--- src/fnrc_pkg.sv ---
// constants, types and register map of the field node reset controller
// assumes a single 100 MHz clock shared by every user of this package
package fnrc_pkg;

  // clock rate
  localparam int CLK_MHZ = 100;

  // reset pin timing, in ns as printed, then in cycles
  localparam int RESET_REJECT_TIME_NS = 35000;   // low time that must not reset
  localparam int RESET_EXEC_TIME_NS   = 44000;   // latest hi-z after falling edge
  localparam int RESET_TRIG_TIME_NS   = 40000;   // chosen trigger point in between
  localparam int RESET_REJECT_CYC     = RESET_REJECT_TIME_NS * CLK_MHZ / 1000;
  localparam int RESET_EXEC_CYC       = RESET_EXEC_TIME_NS * CLK_MHZ / 1000;
  localparam int RESET_TRIG_CYC       = RESET_TRIG_TIME_NS * CLK_MHZ / 1000;

  // power-on pulse width bounds and chosen width
  localparam int POR_PULSE_MIN_NS = 4000;
  localparam int POR_PULSE_MAX_NS = 6000;
  localparam int POR_MIN_CYC      = (POR_PULSE_MIN_NS * CLK_MHZ + 999) / 1000;
  localparam int POR_MAX_CYC      = POR_PULSE_MAX_NS * CLK_MHZ / 1000;
  localparam int POR_PULSE_CYC    = (POR_MIN_CYC + POR_MAX_CYC) / 2;

  // initialization limits
  localparam int INIT_TIME_US  = 2000;   // after command or pin reset
  localparam int INIT2_TIME_MS = 30;     // after power-up
  localparam int INIT3_TIME_MS = 1000;   // after power-up, heavy supply load
  localparam int INIT_CYC      = INIT_TIME_US * CLK_MHZ;
  localparam int INIT2_CYC     = INIT2_TIME_MS * 1000 * CLK_MHZ;
  localparam int INIT3_CYC     = INIT3_TIME_MS * 1000 * CLK_MHZ;
  localparam int FAULT_CYC     = RESET_EXEC_CYC + INIT_CYC;

  // status flashing
  localparam int FLASH_FREQ_HZ  = 2;
  localparam int FLASH_HALF_CYC = CLK_MHZ * 1000000 / (2 * FLASH_FREQ_HZ);

  // misc
  localparam int         RESET_HOLD_CYC = 2;      // chip reset length on logic reset
  localparam int         TMR_W          = 27;     // fits the longest init limit
  localparam logic [3:0] OUT_RESET_VAL  = 4'hF;

  // register byte addresses
  localparam logic [7:0] REG_CTRL  = 8'h00;
  localparam logic [7:0] REG_STAT  = 8'h04;
  localparam logic [7:0] REG_MASK  = 8'h08;
  localparam logic [7:0] REG_STATE = 8'h0C;

  // control fields and reset values
  localparam int         CTRL_WDOG_EN_BIT = 0;
  localparam int         CTRL_BIGCAP_BIT  = 1;
  localparam logic [1:0] CTRL_RESET_VAL   = 2'h0;
  localparam logic [7:0] MASK_RESET_VAL   = 8'h00;

  // operating modes
  typedef enum logic [1:0] {
    MODE_SLAVE    = 2'b00,
    MODE_MASTER   = 2'b01,
    MODE_REPEATER = 2'b10,
    MODE_MONITOR  = 2'b11
  } fnrc_mode_t;

  // sequencer states
  typedef enum logic [1:0] {
    ST_POR  = 2'b00,
    ST_RST  = 2'b01,
    ST_INIT = 2'b10,
    ST_RUN  = 2'b11
  } fnrc_state_t;

  // register port request
  typedef struct packed {
    logic [7:0]  addr;
    logic [31:0] wdata;
    logic        wr;
    logic        rd;
  } fnrc_bus_t;

  // event layout, shared by status and mask registers
  typedef struct packed {
    logic fault;
    logic refused;
    logic por;
    logic illegal;
    logic wdog;
    logic bcast;
    logic cmd;
    logic ext;
  } fnrc_evt_t;

endpackage

--- src/fnrc_pin_timer.sv ---
// low-time measurement of the external active-low reset pin
// assumes the pin is already synchronous to clk
module fnrc_pin_timer #(
  parameter int FAULT_CYC = fnrc_pkg::FAULT_CYC
)(
  input  wire logic clk,
  input  wire logic rstn,
  input  wire logic ext_reset_n,
  input  wire logic slave_mode,
  output logic      trig,
  output logic      fault
);

  localparam int CW = $clog2(FAULT_CYC + 1);

  logic [CW-1:0] low_cnt_reg;   // consecutive low cycles before this one
  logic          fault_reg;     // pin stuck low in slave mode

  if (FAULT_CYC <= fnrc_pkg::RESET_TRIG_CYC)
  begin : g_chk
    $error("fault limit must lie beyond the trigger point");
  end

  // counted on the system clock, saturating so it never wraps
  always_ff @(posedge clk or negedge rstn)
  begin
    if (!rstn)
      low_cnt_reg <= '0;
    else if (ext_reset_n)
      low_cnt_reg <= '0;
    else if (low_cnt_reg != CW'(FAULT_CYC))
      low_cnt_reg <= low_cnt_reg + 1'b1;
  end

  // one pulse per low phase; later level has no effect
  assign trig = !ext_reset_n && (low_cnt_reg == CW'(fnrc_pkg::RESET_TRIG_CYC - 1));

  // stuck-low detection, only meaningful as a slave
  always_ff @(posedge clk or negedge rstn)
  begin
    if (!rstn)
      fault_reg <= 1'b0;
    else
      fault_reg <= slave_mode && !ext_reset_n && (low_cnt_reg >= CW'(FAULT_CYC - 1));
  end

  assign fault = fault_reg;
endmodule

--- src/fnrc_reset_ctrl.sv ---
// reset sequencer of a field-bus node: power-on, logic and pin resets
// assumes synchronous inputs and a plain register port driven on clk
//
// Behaviour
// any reset loads 0xF, outputs go hi-z
// non power-on resets pulse both strobes together
// lock set in reset, data refused until parameters
// master writes parameters before first data exchange
// command or pin reset initializes within 2 ms
// power-up init within 30 ms, 1000 ms loaded
// power-on pulse lasts 4 to 6 us
// commands, watchdog, illegal state fully reset chip
// pin reset works in every mode
// pin low up to 35 us ignored
// pin low gives hi-z within 44 us
// pin reset fires once, init starts at once
// slave flags fault if pin stays low
// init after pin reset reads config memory
// fault shows its own indicator pattern
// low time counted on system clock
module fnrc_reset_ctrl #(
  parameter int INIT_CYC       = fnrc_pkg::INIT_CYC,
  parameter int INIT2_CYC      = fnrc_pkg::INIT2_CYC,
  parameter int INIT3_CYC      = fnrc_pkg::INIT3_CYC,
  parameter int FAULT_CYC      = fnrc_pkg::FAULT_CYC,
  parameter int FLASH_HALF_CYC = fnrc_pkg::FLASH_HALF_CYC,
  parameter int CFG_WORDS      = 4
)(
  input  wire logic                   clk,
  input  wire logic                   rstn,
  input  wire fnrc_pkg::fnrc_bus_t    bus_req,
  output logic [31:0]                 bus_rdata,
  input  wire fnrc_pkg::fnrc_mode_t   op_mode,
  input  wire logic                   supply_low,
  input  wire logic                   slave_reset_cmd,
  input  wire logic                   bcast_reset_cmd,
  input  wire logic                   wdog_expired,
  input  wire logic                   illegal_state,
  input  wire logic                   ext_reset_n,
  input  wire logic                   data_wr_req,
  input  wire logic [3:0]             data_wr_val,
  input  wire logic                   param_wr_req,
  input  wire logic [3:0]             param_wr_val,
  output logic [3:0]                  data_out_pins,
  output logic [3:0]                  data_out_pins_oe_n,
  output logic [3:0]                  param_out_pins,
  output logic [3:0]                  param_out_pins_oe_n,
  output logic                        data_strobe,
  output logic                        param_strobe,
  output logic                        dx_lock,
  output logic                        chip_reset,
  output logic                        init_busy,
  output logic                        cfg_rd_req,
  output logic [$clog2(CFG_WORDS)-1:0] cfg_rd_addr,
  input  wire logic                   cfg_rd_ack,
  input  wire logic [7:0]             cfg_rd_data,
  output logic [8*CFG_WORDS-1:0]      cfg_image,
  output logic                        serious_fault,
  output logic                        led_green,
  output logic                        led_red,
  output logic                        irq
);

  localparam int TW = fnrc_pkg::TMR_W;
  localparam int AW = $clog2(CFG_WORDS);
  localparam int FW = $clog2(FLASH_HALF_CYC + 1);

  if (CFG_WORDS < 2 || CFG_WORDS > 64 || INIT_CYC <= CFG_WORDS || INIT3_CYC >= 2 ** TW)
  begin : g_chk
    $error("unsupported config size or init limit");
  end

  fnrc_pkg::fnrc_state_t state_reg;      // sequencer state
  logic [TW-1:0]         tmr_reg;        // time in current state
  logic                  por_kind_reg;   // current reset came from power
  logic [3:0]            data_out_reg;   // data output value
  logic [3:0]            param_out_reg;  // parameter output value
  logic [3:0]            data_oe_n_reg;  // data drivers off when high
  logic [3:0]            param_oe_n_reg; // parameter drivers off when high
  logic                  data_stb_reg;   // data strobe pulse
  logic                  param_stb_reg;  // parameter strobe pulse
  logic                  lock_reg;       // data exchange lock
  logic [AW-1:0]         cfg_idx_reg;    // next config word
  logic                  cfg_done_reg;   // config readout complete
  logic [7:0]            cfg_mem [CFG_WORDS];
  logic [1:0]            ctrl_reg;       // watchdog enable, heavy load
  logic [7:0]            mask_reg;       // interrupt mask
  fnrc_pkg::fnrc_evt_t   stat_reg;       // sticky events
  logic [31:0]           rdata_reg;      // read data, one cycle late
  logic                  fault_d_reg;    // fault, one cycle old
  logic [FW-1:0]         flash_cnt_reg;  // flash divider
  logic                  flash_ph_reg;   // flash phase
  logic                  led_g_reg;
  logic                  led_r_reg;

  logic                  ext_trig;       // pin reset fires
  logic                  pin_fault;      // pin stuck low
  logic                  wdog_hit;       // enabled watchdog expiry
  logic                  entering_rst;   // logic reset starts now
  logic                  data_acc;       // data write taken
  logic                  param_acc;      // parameter write taken
  logic [TW-1:0]         init_limit;     // budget of this init
  fnrc_pkg::fnrc_evt_t   evt;            // events of this cycle

  // pin timer; runs whatever the operating mode is
  fnrc_pin_timer #(
    .FAULT_CYC   (FAULT_CYC)
  ) u_pin (
    .clk         (clk),
    .rstn        (rstn),
    .ext_reset_n (ext_reset_n),
    .slave_mode  (op_mode == fnrc_pkg::MODE_SLAVE),
    .trig        (ext_trig),
    .fault       (pin_fault)
  );

  // reset causes; a power-on reset already covers all of them
  assign wdog_hit     = wdog_expired && ctrl_reg[fnrc_pkg::CTRL_WDOG_EN_BIT];
  assign entering_rst = !supply_low && (state_reg != fnrc_pkg::ST_POR) &&
                        (slave_reset_cmd || bcast_reset_cmd || wdog_hit || illegal_state || ext_trig);

  // data writes wait for the lock to drop
  assign data_acc  = data_wr_req && (state_reg == fnrc_pkg::ST_RUN) && !lock_reg &&
                     !supply_low && !entering_rst;
  assign param_acc = param_wr_req && (state_reg == fnrc_pkg::ST_RUN) && !supply_low && !entering_rst;

  // init budget depends on what caused the reset
  always_comb
  begin
    if (!por_kind_reg)
      init_limit = TW'(INIT_CYC);
    else if (ctrl_reg[fnrc_pkg::CTRL_BIGCAP_BIT])
      init_limit = TW'(INIT3_CYC);
    else
      init_limit = TW'(INIT2_CYC);
  end

  // sequencer; supply drop wins over every other cause
  always_ff @(posedge clk or negedge rstn)
  begin
    if (!rstn)
    begin
      state_reg    <= fnrc_pkg::ST_POR;
      tmr_reg      <= '0;
      por_kind_reg <= 1'b1;
    end
    else if (supply_low)
    begin
      state_reg    <= fnrc_pkg::ST_POR;
      tmr_reg      <= '0;
      por_kind_reg <= 1'b1;
    end
    else if (entering_rst)
    begin
      state_reg    <= fnrc_pkg::ST_RST;
      tmr_reg      <= '0;
      por_kind_reg <= 1'b0;
    end
    else
    begin
      unique case (state_reg)
        fnrc_pkg::ST_POR:
          // fixed-width internal pulse after supply is good
          if (tmr_reg == TW'(fnrc_pkg::POR_PULSE_CYC - 1))
          begin
            state_reg <= fnrc_pkg::ST_INIT;
            tmr_reg   <= '0;
          end
          else
            tmr_reg <= tmr_reg + 1'b1;
        fnrc_pkg::ST_RST:
          // short chip reset, then init at once
          if (tmr_reg == TW'(fnrc_pkg::RESET_HOLD_CYC - 1))
          begin
            state_reg <= fnrc_pkg::ST_INIT;
            tmr_reg   <= '0;
          end
          else
            tmr_reg <= tmr_reg + 1'b1;
        fnrc_pkg::ST_INIT:
          // a silent config memory cannot stall init past its budget
          if (cfg_done_reg || tmr_reg == init_limit - 1'b1)
          begin
            state_reg <= fnrc_pkg::ST_RUN;
            tmr_reg   <= '0;
          end
          else
            tmr_reg <= tmr_reg + 1'b1;
        fnrc_pkg::ST_RUN:
          tmr_reg <= '0;
      endcase
    end
  end

  // config memory readout during init
  always_ff @(posedge clk or negedge rstn)
  begin
    if (!rstn)
    begin
      cfg_idx_reg  <= '0;
      cfg_done_reg <= 1'b0;
      for (int i = 0; i < CFG_WORDS; i++)
        cfg_mem[i] <= 8'h00;
    end
    else if (state_reg != fnrc_pkg::ST_INIT)
    begin
      cfg_idx_reg  <= '0;
      cfg_done_reg <= 1'b0;
    end
    else if (cfg_rd_req && cfg_rd_ack)
    begin
      cfg_mem[cfg_idx_reg] <= cfg_rd_data;
      if (cfg_idx_reg == AW'(CFG_WORDS - 1))
        cfg_done_reg <= 1'b1;
      else
        cfg_idx_reg <= cfg_idx_reg + 1'b1;
    end
  end

  // outputs to 0xF and hi-z on every reset
  always_ff @(posedge clk or negedge rstn)
  begin
    if (!rstn)
    begin
      data_out_reg   <= fnrc_pkg::OUT_RESET_VAL;
      param_out_reg  <= fnrc_pkg::OUT_RESET_VAL;
      data_oe_n_reg  <= 4'hF;
      param_oe_n_reg <= 4'hF;
    end
    else if (supply_low || entering_rst)
    begin
      data_out_reg   <= fnrc_pkg::OUT_RESET_VAL;
      param_out_reg  <= fnrc_pkg::OUT_RESET_VAL;
      data_oe_n_reg  <= 4'hF;
      param_oe_n_reg <= 4'hF;
    end
    else
    begin
      // drivers come back only with the first write after init
      if (data_acc)
      begin
        data_out_reg  <= data_wr_val;
        data_oe_n_reg <= 4'h0;
      end
      if (param_acc)
      begin
        param_out_reg  <= param_wr_val;
        param_oe_n_reg <= 4'h0;
      end
    end
  end

  // strobes: both together on logic resets, never on power-on
  always_ff @(posedge clk or negedge rstn)
  begin
    if (!rstn)
    begin
      data_stb_reg  <= 1'b0;
      param_stb_reg <= 1'b0;
    end
    else
    begin
      data_stb_reg  <= entering_rst || data_acc;
      param_stb_reg <= entering_rst || param_acc;
    end
  end

  // lock: set by any reset, cleared by a parameter write; set wins
  always_ff @(posedge clk or negedge rstn)
  begin
    if (!rstn)
      lock_reg <= 1'b1;
    else if (supply_low || entering_rst || state_reg != fnrc_pkg::ST_RUN)
      lock_reg <= 1'b1;
    else if (param_acc)
      lock_reg <= 1'b0;
  end

  // events of this cycle
  always_comb
  begin
    evt         = '0;
    evt.ext     = ext_trig;
    evt.cmd     = slave_reset_cmd;
    evt.bcast   = bcast_reset_cmd;
    evt.wdog    = wdog_hit;
    evt.illegal = illegal_state;
    evt.por     = (state_reg == fnrc_pkg::ST_POR) && !supply_low &&
                  (tmr_reg == TW'(fnrc_pkg::POR_PULSE_CYC - 1));
    evt.refused = data_wr_req && !data_acc;
    evt.fault   = pin_fault && !fault_d_reg;
  end

  // register writes
  always_ff @(posedge clk or negedge rstn)
  begin
    if (!rstn)
    begin
      ctrl_reg <= fnrc_pkg::CTRL_RESET_VAL;
      mask_reg <= fnrc_pkg::MASK_RESET_VAL;
    end
    else if (bus_req.wr)
    begin
      if (bus_req.addr == fnrc_pkg::REG_CTRL)
        ctrl_reg <= bus_req.wdata[1:0];
      if (bus_req.addr == fnrc_pkg::REG_MASK)
        mask_reg <= bus_req.wdata[7:0];
    end
  end

  // sticky status, cleared by reading it; a same-cycle event survives
  always_ff @(posedge clk or negedge rstn)
  begin
    if (!rstn)
      stat_reg <= '0;
    else if (bus_req.rd && bus_req.addr == fnrc_pkg::REG_STAT)
      stat_reg <= evt;
    else
      stat_reg <= stat_reg | evt;
  end

  // read data stands one cycle only; unmapped reads give zero
  always_ff @(posedge clk or negedge rstn)
  begin
    if (!rstn)
      rdata_reg <= 32'h0;
    else if (!bus_req.rd)
      rdata_reg <= 32'h0;
    else
    begin
      unique case (bus_req.addr)
        fnrc_pkg::REG_CTRL:  rdata_reg <= {30'h0, ctrl_reg};
        fnrc_pkg::REG_STAT:  rdata_reg <= {24'h0, stat_reg};
        fnrc_pkg::REG_MASK:  rdata_reg <= {24'h0, mask_reg};
        fnrc_pkg::REG_STATE: rdata_reg <= {24'h0, cfg_done_reg, pin_fault, lock_reg,
                                           1'b0, op_mode, state_reg};
        default:             rdata_reg <= 32'h0;
      endcase
    end
  end

  // flash divider, one phase toggle per half period
  always_ff @(posedge clk or negedge rstn)
  begin
    if (!rstn)
    begin
      flash_cnt_reg <= '0;
      flash_ph_reg  <= 1'b0;
    end
    else if (flash_cnt_reg == FW'(FLASH_HALF_CYC - 1))
    begin
      flash_cnt_reg <= '0;
      flash_ph_reg  <= !flash_ph_reg;
    end
    else
      flash_cnt_reg <= flash_cnt_reg + 1'b1;
  end

  // indicator: fault alternates, lock is red, unlocked is green
  always_ff @(posedge clk or negedge rstn)
  begin
    if (!rstn)
    begin
      fault_d_reg <= 1'b0;
      led_g_reg   <= 1'b0;
      led_r_reg   <= 1'b1;
    end
    else
    begin
      fault_d_reg <= pin_fault;
      if (pin_fault)
      begin
        led_g_reg <= flash_ph_reg;
        led_r_reg <= !flash_ph_reg;
      end
      else
      begin
        led_g_reg <= !lock_reg;
        led_r_reg <= lock_reg;
      end
    end
  end

  assign bus_rdata           = rdata_reg;
  assign data_out_pins       = data_out_reg;
  assign data_out_pins_oe_n  = data_oe_n_reg;
  assign param_out_pins      = param_out_reg;
  assign param_out_pins_oe_n = param_oe_n_reg;
  assign data_strobe         = data_stb_reg;
  assign param_strobe        = param_stb_reg;
  assign dx_lock             = lock_reg;
  assign chip_reset          = (state_reg == fnrc_pkg::ST_POR) || (state_reg == fnrc_pkg::ST_RST);
  assign init_busy           = (state_reg == fnrc_pkg::ST_INIT);
  assign cfg_rd_req          = init_busy && !cfg_done_reg;
  assign cfg_rd_addr         = cfg_idx_reg;
  assign serious_fault       = pin_fault;
  assign led_green           = led_g_reg;
  assign led_red             = led_r_reg;
  assign irq                 = |(stat_reg & mask_reg);

  for (genvar g = 0; g < CFG_WORDS; g++)
  begin : g_img
    assign cfg_image[8*g +: 8] = cfg_mem[g];
  end

  // helper counters read only by the checks below
  logic [TW-1:0] por_len_reg;
  logic [TW-1:0] init_len_reg;
  always_ff @(posedge clk or negedge rstn)
  begin
    if (!rstn)
    begin
      por_len_reg  <= '0;
      init_len_reg <= '0;
    end
    else
    begin
      por_len_reg  <= (state_reg == fnrc_pkg::ST_POR && !supply_low) ? por_len_reg + 1'b1 : '0;
      init_len_reg <= (state_reg == fnrc_pkg::ST_INIT) ? init_len_reg + 1'b1 : '0;
    end
  end
endmodule

--- config.mk ---
export PLATFORM = sky130hd
export DESIGN_NAME = fnrc_reset_ctrl
export DESIGN_NICKNAME = d
export VERILOG_FILES = /design/src/fnrc_pkg.sv /design/src/fnrc_pin_timer.sv /design/src/fnrc_reset_ctrl.sv
export SDC_FILE = /design/constraint.sdc
export NUM_CORES = 1
export LEC_CHECK = 0
export CORE_UTILIZATION = 50
export DETAILED_ROUTE_END_ITERATION = 10
export DONT_BUFFER_PORTS = 1
export PLACE_DENSITY_LB_ADDON = 0.1
export SLEW_MARGIN = 0
export SYNTH_ARGS = -nofsm -noshare
export SYNTH_HDL_FRONTEND = slang
export SYNTH_SLANG_ARGS = --single-unit
export TNS_END_PERCENT = 50
--- constraint.sdc ---
create_clock -name clk -period 1.8 [get_ports clk]
set_input_delay 0.09 -clock clk [delete_from_list [all_inputs] [get_ports clk]]
set_output_delay 0.09 -clock clk [all_outputs]
set_load 0.02 [all_outputs]
==> implementation parameters, run 1 <==
Parameter                              Value

Outcome
  Outcome    finished with violations
  Violated checks    hold timing, setup timing

Global route
  Global-route wire length before repair    29300 µm
  Maximum number of pins on one net before global-route repair    153
  Number of antenna violations at the first check in global routing    0
  GR Util All Layers    24.2%
  Total grt overflow    0
  Vias in the first global route    5602

Power
  P_leak    4.28 nW
  Total chip power    7.48 mW
  Max rail drop VDD    765 µV
  Total power density per cell area    783 mW/mm²

Final layout
  Non-Filler Cell Area, Final    0.00955 mm²
  Fill cells    1119
  Count of inserted antenna diode cells    0
  Area overhead of the layout relative to synthesis    27.6%
  Most common library cell in the layout ignoring fill and taps    sky130_fd_sc_hd__dfrtp_1
  Layout cells sized above 1    31.0%
  Commonest non-fill, non-tap cells in the layout    sky130_fd_sc_hd__dfrtp_1, sky130_fd_sc_hd__buf_4, sky130_fd_sc_hd__nor2_1
  Post-layout net count    880
  Largest register FFs    32

Timing
  Measured slew at the worst slew-check pin    721 ps
  Final hold violation count    152
  Hold Worst Slack    -641 ps
  Highest Clock Rate    523 MHz
  Final setup violation count    33
  Worst setup skew after layout    7.62 ps
  Shortest period the worst path allows    1910 ps
  Unrepaired setup endpoints after global routing    true
  Worst slew margin    51.8%
  Worst setup slack after layout    -111 ps
  Final number of max-transition violations    0
  Final period utilization    106%

Synth
  Main synth FF type    sky130_fd_sc_hd__dfrtp_1
  Sequential share of the synthesized area    51.0%
  Post-synth top area share    46.5%
  Average cell area after synthesis    11.0 µm²
  Most area-consuming cells after synthesis    sky130_fd_sc_hd__dfrtp_1, sky130_fd_sc_hd__mux2_2, sky130_fd_sc_hd__dfstp_2
  Total standard cell area after synthesis    0.00749 mm²
  Count of mapped cells out of synthesis    680
  Number of distinct library cells after synthesis    61
  Share of synthesized registers carrying an async set or reset    100%
  Number of warnings printed during yosys synthesis    0
  Number of enable-type register cells in the synthesized netlist    0
  Flip-flop and latch count after synthesis    152
  Cell type contributing the most total cell area after synthesis    sky130_fd_sc_hd__dfrtp_1

CTS
  Hold Buf Count CTS    38
  TritonCTS clock tree    yes
  CTS root buffer    sky130_fd_sc_hd__clkbuf_16
  Total CTS buffers    17
  Clock latency on the worst-skew pair    430 ps
  Number of buffers on the longest clock path    2
  CTS sink count    152
  Register clock-pin slew on the reported worst setup and hold paths    60 ps
  Clock H-tree levels    4

Detailed routing
  Via count of the routed design    5527
  DRC marker count from the first detailed-route iteration    218
  Sum of met2 wire segment lengths after detailed routing    9020 µm
  Iteration count of the initial detailed-routing pass    4
  Vias per std cell    5.54
  Antenna-violating nets left    0
  Detailed-routed wire length on met3    1020 µm
  Drc violations    0
  DR WL/cell    18.2 µm
  Top layer reached by signal wires    met4
  Drt total wl    18200 µm
  Met1 wire length    7910 µm

Place
  Final HPWL DP    11700 µm
  Port Buf Inserts    0
  Final estimated routing congestion in global placement    0.814
  Placed cell area    0.00813 mm²

Critical path
  Endpoint class of the critical path    register
  Endpoint arrival time on the critical path    2220 ps
  Cell-by-cell listing of the critical path    nor4_2, nand4_1, a211oi_2, or2_4, clkbuf_16, a211oi_1
  Cell with the largest stage delay on the worst path    sky130_fd_sc_hd__dfrtp_2
  Biggest cell delay along the critical path    450 ps
  Critical path class    register to register
  Maximum fanout along the worst path    5
  Required time worst endpoint    2100 ps
  Setup crit start kind    register

Die
  Core region area    0.0146 mm²
  Die Outline Area    0.0155 mm²
  Die height    124 µm
  Initial core utilization    51.3%
  I/O pin cnt    163
  Die outline width    124 µm
  Site Rows    44

Hold path
  Min-Delay Path Class    input pin to async pin

Flow run
  Max-cap violations    0
==> through the flow <==
stage	setup WS, ps	cells	setup TNS, ps	util (%)
5_1_grt	-195	997	-5820	65.5
4_1_cts	-43.6	988	-490	64.1
3_5_place_dp	-116	910	-2110	55.7
3_3_place_gp	-44.3	910	-790	55.7
6_report	-111	997	-2680	65.5
2_1_floorplan	4.47	703	0	-
==> layer usage <==
| metal | vias to the layer above | GRT usage, % |
|---|---|---|
| met5 | - | 0 |
| met4 | 0 | 5.60 |
| met3 | 21 | 6.87 |
| met2 | 157 | 40.0 |
| met1 | 2751 | 31.5 |
| li1 | 2598 | - |
==> final timing paths <==
| check | from | endpoint | slack (ps) | cells past startpoint |
|---|---|---|---|---|
| setup reg to reg | tmr_reg[11]$_DFF_PN0_ | tmr_reg[19]$_DFF_PN0_ | -110 | 6 |
| max in group asynchronous | rstn | led_red$_DFF_PN1_ | 2080 | 0 |
| hold / removal | rstn | tmr_reg[21]$_DFF_PN0_ | -640 | 0 |
| setup / recovery | tmr_reg[11]$_DFF_PN0_ | tmr_reg[19]$_DFF_PN0_ | -110 | 6 |
| min in group clk | data_wr_req | data_strobe$_DFF_PN0_ | 30 | 3 |
| hold reg to reg | fault_d_reg$_DFF_PN0_ | stat_reg[7]$_DFF_PN0_ | 440 | 1 |
==> layout make-up <==
class	instances	area, µm²	share of cell area [%]
clock buffer	26	519	5.44
sequential	152	3830	40.1
tap	184	230	2.41
timing repair buffer	135	1250	13.1
multi-input combinational	476	3570	37.4
inverter	18	67.6	0.707
clock inverter	6	88.8	0.930
==> worst max-delay path, delay by kind of cell (launching register included) <==
family | cells | cell delay, ps
AO/OA/AOI/OAI | 2 | 350
buffers and inverters | 1 | 180
flip-flops | 1 | 450
AND/OR/NAND/NOR | 3 | 810
==> cells by family after synthesis <==
logic type / synth area share [%]
adders and majority gates: 1.50
muxes: 8.61
AOI/OAI and AO/OA: 8.05
buffers and inverters: 5.60
xor gates and xnor gates: 7.49
other: 0.0501
DFF: 51.0
and+or+nand+nor: 17.7
==> synthesized netlist by cell type, types with 14 or more instances <==
master	count
sky130_fd_sc_hd__a211oi_1	23
sky130_fd_sc_hd__mux2_2	47
sky130_fd_sc_hd__xnor2_1	36
sky130_fd_sc_hd__buf_4	30
sky130_fd_sc_hd__inv_1	18
sky130_fd_sc_hd__nand2_1	40
sky130_fd_sc_hd__nand3_1	33
sky130_fd_sc_hd__xor2_1	28
sky130_fd_sc_hd__buf_2	14
sky130_fd_sc_hd__and3_1	19
sky130_fd_sc_hd__nor2_1	59
sky130_fd_sc_hd__nor3_1	17
sky130_fd_sc_hd__nand4_1	22
sky130_fd_sc_hd__dfrtp_1	139
==> power by group <==
part,switching (mW),total [mW],internal [mW]
clock network,1.36,3.63,2.26
logic,0.172,0.342,0.170
registers,0.0455,3.51,3.46
==> repair_timing <==
| action | CTS | global route |
|---|---|---|
| setup endpoints to repair | 37 | 58 |
| setup buffers | 6 | 7 |
| resized for setup | 31 | 22 |
| pin swaps | 8 | 15 |
| endpoints found under the hold margin | 240 | 152 |
| gates cloned | 2 | 2 |
(Power assumes the default switching activity.)
==> run 2, diff against run 1 <==
==> constraint.sdc (replaced) <==
create_clock -name clk -period 1.8 [get_ports clk]
set_input_delay 0.36 -clock clk [delete_from_list [all_inputs] [get_ports clk]]
set_output_delay 0.36 -clock clk [all_outputs]
set_load 0.05 [all_outputs]
==> run 2 against run 1 <==
  * The flow still finishes with violations (hold timing, setup timing)
  * Clock skew fell by 1.1 ps
  * Clock-buffer cell count decreased by 5
  * Combinational power is 5.8% lower
  * Largest power group is now sequential cells
  * Critical path type unchanged
  * Non-clock buffer count is 33 lower
  * First-iteration DRC count up 92%
  * Final cell count shrank 3.3%
  * Critical endpoint is now tmr_reg[9]$_DFF_PN0_
==> implementation parameters, run 2 (synthesized netlist as in run 1, its figures left out) <==
Parameter                              Value

Final layout
  Finished Layout Cells    964 (-3.3%)
  Area of combinational cells with multiple inputs    0.00361 mm² (+1.1%)
  Fill cells    1130 (+0.98%)
  Area overhead of the layout relative to synthesis    23.0%
  Most common library cell in the layout ignoring fill and taps    sky130_fd_sc_hd__dfrtp_1
  FF+latch area    0.00382 mm² (-0.13%)
  Count of inserted antenna diode cells    0 (unchanged)
  Layout cells sized above 1    32.9% (+2.0 points)
  Largest register FFs    32 (unchanged)
  Post-layout net count    847 (-3.8%)
  Commonest non-fill, non-tap cells in the layout    sky130_fd_sc_hd__dfrtp_1, sky130_fd_sc_hd__buf_4, sky130_fd_sc_hd__nor2_1

Timing
  Unrepaired setup endpoints after global routing    true
  Worst setup skew after layout    6.55 ps (-1.08 ps)
  Worst slew margin    57.0% (+5.2 points)
  Highest Clock Rate    527 MHz (+0.79%)
  Worst setup slack after layout    -96.1 ps (+14.9 ps)
  Hold Worst Slack    -368 ps (+273 ps)
  Final period utilization    105% (-0.83 points)
  Measured slew at the worst slew-check pin    643 ps (-77.4 ps)
  Final setup violation count    27 (-18%)
  Shortest period the worst path allows    1900 ps (-14.9 ps)
  Final hold violation count    152 (unchanged)
  Final number of max-transition violations    0 (unchanged)

Power
  Power share of the sequential group    50.4% (+3.5 points)
  Switching share of power    24.0% (+2.8 points)
  Total power density per cell area    761 mW/mm² (-2.8%)
  Fraction of power consumed by the clock network    45.0% (-3.5 points)
  P_leak    4.14 nW (-3.3%)
  Max rail drop VDD    696 µV (-9.0%)
  Internal Dissipation    5.33 mW (-9.7%)
  Total chip power    7.00 mW (-6.3%)
  P_sw    1.68 mW (+6.2%)
  Combinational power share    4.6% (about the same)

Place
  Final HPWL DP    11800 µm (+1.3%)
  Final estimated routing congestion in global placement    0.832 (+2.2%)
  Instance count after placement with tap cells included    913 (+0.33%)
  Place WS    -147 ps (-31.7 ps)
  Port Buf Inserts    0 (unchanged)

CTS
  Number of buffers on the longest clock path    2 (unchanged)
  Clock latency on the worst-skew pair    420 ps (about the same)
  Total CTS buffers    17 (unchanged)
  Clock H-tree levels    4 (unchanged)
  Hold Buf Count CTS    1 (-97%)
  Register clock-pin slew on the reported worst setup and hold paths    60 ps (about the same)
  CTS root buffer    sky130_fd_sc_hd__clkbuf_16
  TritonCTS clock tree    yes
  CTS sink count    152 (unchanged)

Global route
  Number of antenna violations at the first check in global routing    0 (unchanged)
  GR Util All Layers    23.3% (-0.88 points)
  Maximum number of pins on one net before global-route repair    153 (unchanged)
  Vias in the first global route    5697 (+1.7%)
  Total grt overflow    0 (unchanged)
  Global-route wire length before repair    28600 µm (-2.3%)

Hold path
  Min-Delay Path Class    input pin to async pin

Outcome
  Violated checks    hold timing, setup timing
  Outcome    finished with violations

Critical path
  Endpoint class of the critical path    register
  Biggest cell delay along the critical path    600 ps (+150 ps)
  Cell-by-cell listing of the critical path    nand2_2, and3_4, o2111ai_4, o21ai_4, buf_6, buf_16, a211oi_1
  Critical path class    register to register
  Setup crit start kind    register
  Required time worst endpoint    2120 ps (+20 ps)
  Maximum fanout along the worst path    7 (+2)
  Cell with the largest stage delay on the worst path    sky130_fd_sc_hd__dfstp_2
  Endpoint arrival time on the critical path    2210 ps (about the same)

Die
  Die height    124 µm (unchanged)
  Core region area    0.0146 mm² (unchanged)
  Die Outline Area    0.0155 mm² (unchanged)
  Die outline width    124 µm (unchanged)
  Initial core utilization    51.3% (unchanged)
  Site Rows    44 (unchanged)
  I/O pin cnt    163 (unchanged)

Detailed routing
  Drt total wl    17800 µm (-1.9%)
  Iteration count of the initial detailed-routing pass    5 (+1)
  DR WL/cell    18.5 µm (+1.4%)
  Drc violations    0 (unchanged)
  Antenna-violating nets left    0 (unchanged)
  Vias per std cell    5.64 (+1.8%)
  Via count of the routed design    5441 (-1.6%)
  DRC marker count from the first detailed-route iteration    418 (+92%)

Flow run
  Max-cap violations    0 (unchanged)
run 2: cell types whose count changed in the layout (fill, tap and decap cells not counted), moves of 4 or more:
cell                            previous run  this run
sky130_fd_sc_hd__dfrtp_2                   8         1
sky130_fd_sc_hd__clkbuf_8                  6         0
sky130_fd_sc_hd__nand2_1                  40        34
sky130_fd_sc_hd__nand2_4                   0         4
sky130_fd_sc_hd__clkinvlp_4                2         6
sky130_fd_sc_hd__dfrtp_1                 131       138
sky130_fd_sc_hd__dlygate4sd3_1            38         1
run 2: power by group through the flow:
stage          clock, mW  sequential [mW]  combinational [mW]
6_report            3.15             3.53               0.322
4_1_cts             3.22             3.53               0.307
5_1_grt             3.37             3.53               0.343
2_1_floorplan          0             3.58               0.296
3_5_place_dp           0             3.59               0.298
3_3_place_gp           0             3.59               0.294
run 2: path summary, 6_finish.rpt:
check                                         startpoint               endpoint  slack, ps  cells after the start
max in group asynchronous                           rstn      led_red$_DFF_PN1_       1890                      0
worst min register to register     fault_d_reg$_DFF_PN0_  stat_reg[7]$_DFF_PN0_        430                      1
worst min-delay path                                rstn  data_strobe$_DFF_PN0_       -370                      0
min in group clk                           illegal_state  stat_reg[4]$_DFF_PN0_         30                      1
worst max-delay path            por_kind_reg$_DFFE_PN1N_   tmr_reg[9]$_DFF_PN0_       -100                      7
worst max register to register  por_kind_reg$_DFFE_PN1N_   tmr_reg[9]$_DFF_PN0_       -100                      7
run 2: final cells by class:
type                    instances  area share, %
flip-flops and latches        152           41.5
multi-input cells             476           39.2
repair buffers                102           10.4
clock buffers                  21           4.78
well taps                     184           2.50
clock inverters                11          0.815
inverters                      18          0.774
run 2: repair_timing:
action / in CTS / in global routing
gates resized for setup: 29 / 27
endpoints found under the hold margin: 170 / 152
setup endpoints to repair: 44 / 59
pin swaps: 12 / 22
buffers inserted: 11 / 3
cloned: 3 / 2
run 2: routing by layer:
metal	vias up	GRT usage [%]	wire, µm
met2	137	39.9	9050
met5	-	0	0
met3	23	7.65	1130
met1	2746	28.0	7350
li1	2535	-	-
met4	0	6.38	291
run 2: metrics by stage:
step / utilization, % / cell area (µm²) / setup TNS (ps)
after global placement: 56.1 / 8190 / -678
after global routing: 63.1 / 9210 / -5230
final: 63.1 / 9210 / -1350
after detailed placement: 56.1 / 8190 / -4670
after floorplan: - / 7640 / -850
after CTS: 61.8 / 9010 / -1310
run 2: worst max-delay path, delay by kind of cell, from the launching register on:
family                 cells  cell delay (ps)
buffers and inverters      2              280
and+or+nand+nor            2              320
AOI/OAI and AO/OA          3              600
DFF                        1              600
==> run 3, diff against run 2 <==
PLACE_DENSITY_LB_ADDON = 0.2   (was 0.1)
==> run 3 against run 2 <==
  * The flow still finishes with violations (hold timing, setup timing)
  * Sequential share of layout area is 1.3 points higher
  * Clock-buffer cell count is the same
  * Clock power increased by 15%
  * Clock skew increased by 3.7 ps
  * First-iteration DRC count decreased by 28%
  * Critical path type unchanged
  * Critical endpoint is now state_reg[1]$_DFFE_PN0P_
  * Largest cell class unchanged
  * Highest routed layer unchanged
==> implementation parameters, run 3 (synthesized netlist as in run 1, its figures left out) <==
Parameter                              Value

Global route
  Global-route wire length before repair    27800 µm (-2.8%)
  Maximum number of pins on one net before global-route repair    153 (unchanged)
  Vias in the first global route    5424 (-4.8%)
  Total grt overflow    0 (unchanged)
  Number of antenna violations at the first check in global routing    1 (+1)
  GR Util All Layers    22.7% (-0.60 points)

Place
  Port Buf Inserts    0 (unchanged)
  Final estimated routing congestion in global placement    0.862 (+3.7%)
  Final HPWL DP    11800 µm (-0.36%)

Outcome
  Outcome    finished with violations
  Violated checks    hold timing, setup timing

Detailed routing
  DR WL/cell    17.8 µm (-3.9%)
  Antenna-violating nets left    0 (unchanged)
  Drt total wl    16700 µm (-6.2%)
  Iteration count of the initial detailed-routing pass    4 (-1)
  DRC marker count from the first detailed-route iteration    299 (-28%)
  Vias per std cell    5.60 (-0.83%)
  Drc violations    0 (unchanged)
  Via count of the routed design    5267 (-3.2%)

CTS
  TritonCTS clock tree    yes
  Clock latency on the worst-skew pair    420 ps (about the same)
  Number of buffers on the longest clock path    2 (unchanged)
  Hold Buf Count CTS    1 (unchanged)
  CTS sink count    152 (unchanged)
  Clock H-tree levels    4 (unchanged)
  Total CTS buffers    17 (unchanged)
  CTS root buffer    sky130_fd_sc_hd__clkbuf_16
  Register clock-pin slew on the reported worst setup and hold paths    60 ps (about the same)

Die
  Die outline width    124 µm (unchanged)
  Site Rows    44 (unchanged)
  Die height    124 µm (unchanged)
  I/O pin cnt    163 (unchanged)
  Core region area    0.0146 mm² (unchanged)
  Initial core utilization    51.3% (unchanged)
  Die Outline Area    0.0155 mm² (unchanged)

Timing
  Hold Worst Slack    -363 ps (+4.72 ps)
  Final period utilization    104% (-1.0 points)
  Highest Clock Rate    532 MHz (+0.96%)
  Final number of max-transition violations    0 (unchanged)
  Final setup TNS    -1390 ps (-44.3 ps)
  Worst setup skew after layout    10.2 ps (+3.66 ps)
  Worst slew margin    57.5% (+0.57 points)
  Final hold violation count    152 (unchanged)
  Measured slew at the worst slew-check pin    635 ps (-8.57 ps)
  Final setup violation count    29 (+7.4%)
  Shortest period the worst path allows    1880 ps (-18.0 ps)
  Unrepaired setup endpoints after global routing    true
  Worst setup slack after layout    -78.1 ps (+18.0 ps)

Critical path
  Endpoint class of the critical path    register
  Maximum fanout along the worst path    28 (+21)
  Setup crit start kind    register
  Depth of the worst register-to-register path    7 (unchanged)
  Critical path class    register to register
  Required time worst endpoint    2140 ps (+20 ps)
  Endpoint arrival time on the critical path    2220 ps (about the same)

Final layout
  Largest register FFs    32 (unchanged)
  Final standard cell utilization of the core    61.2% (-1.9 points)
  Layout cells sized above 1    30.0% (-3.0 points)
  Commonest non-fill, non-tap cells in the layout    sky130_fd_sc_hd__dfrtp_1, sky130_fd_sc_hd__buf_4, sky130_fd_sc_hd__nor2_1
  Most common library cell in the layout ignoring fill and taps    sky130_fd_sc_hd__dfrtp_1
  Count of inserted antenna diode cells    0 (unchanged)
  Area overhead of the layout relative to synthesis    19.3%
  Post-layout net count    824 (-2.7%)

Power
  Max rail drop VDD    674 µV (-3.2%)
  Total power density per cell area    834 mW/mm² (+9.7%)
  P_leak    4.00 nW (-3.4%)

Flow run
  Max-cap violations    0 (unchanged)

Hold path
  Min-Delay Path Class    input pin to async pin
## run 3: cell count changes in the layout (fill, tap and decap cells not counted), moves of 3 or more
cell,before,now
sky130_fd_sc_hd__buf_16,3,0
sky130_fd_sc_hd__a211oi_2,14,7
sky130_fd_sc_hd__a211oi_1,14,22
sky130_fd_sc_hd__buf_4,83,70
sky130_fd_sc_hd__clkinvlp_4,6,2
sky130_fd_sc_hd__buf_6,7,1
sky130_fd_sc_hd__bufinv_16,0,3
## run 3: worst paths after layout
path / startpoint / endpoint / slack (ps)
min in group clk: supply_low / state_reg[0]$_DFFE_PN0P_ / 30
worst min-delay path: rstn / tmr_reg[23]$_DFF_PN0_ / -360
worst min register to register: fault_d_reg$_DFF_PN0_ / stat_reg[7]$_DFF_PN0_ / 430
max in group asynchronous: rstn / led_red$_DFF_PN1_ / 1840
worst max-delay path: tmr_reg[26]$_DFF_PN0_ / state_reg[1]$_DFFE_PN0P_ / -80
worst max register to register: tmr_reg[26]$_DFF_PN0_ / state_reg[1]$_DFFE_PN0P_ / -80
## run 3: repair_timing
action,in CTS,in global routing
setup endpoints to repair,32,63
pin swaps,4,5
resized for setup,14,18
setup buffers,2,3
hold endpoints to repair,170,152
## run 3: layout make-up
type	count	area (µm²)
Clock buffer	21	460
Clock inverter	11	144
Multi-Input combinational cell	476	3520
Timing Repair Buffer	79	682
Fill cell	1167	5660
Tap cell	184	230
Sequential cell	152	3820
Inverter	18	71.3
## run 3: power by group
group	internal, mW	total, mW	switching [mW]
clock network	2.25	3.61	1.36
registers	3.46	3.53	0.0688
logic	0.102	0.311	0.209
## run 3: worst max-delay path, cell delays in order, from the launching register on
cell	delay (ps)
sky130_fd_sc_hd__dfrtp_1	410
sky130_fd_sc_hd__nor4_4	320
sky130_fd_sc_hd__buf_4	160
sky130_fd_sc_hd__nand2_1	90
sky130_fd_sc_hd__a211oi_2	270
sky130_fd_sc_hd__or2_1	180
sky130_fd_sc_hd__buf_12	190
sky130_fd_sc_hd__nor2b_1	160
## run 3: through the flow
stage | area, µm² | setup WS [ps] | std cells | power [mW]
after global routing | 8930 | -198 | 941 | 7.70
after detailed placement | 8130 | -155 | 903 | 3.89
after global placement | 8130 | -139 | 903 | 3.88
after CTS | 8820 | -72.5 | 938 | 7.55
final | 8930 | -78.1 | 941 | 7.45
after floorplan | 7640 | -109 | 703 | 3.88
## run 3: per-layer routing
metal	global-route usage (%)	routed length, µm	part of all wire [%]
met4	6.73	263	1.6
met2	37.6	8380	50
met1	27.8	6970	42
met5	0	0	0
met3	8.16	1100	6.6
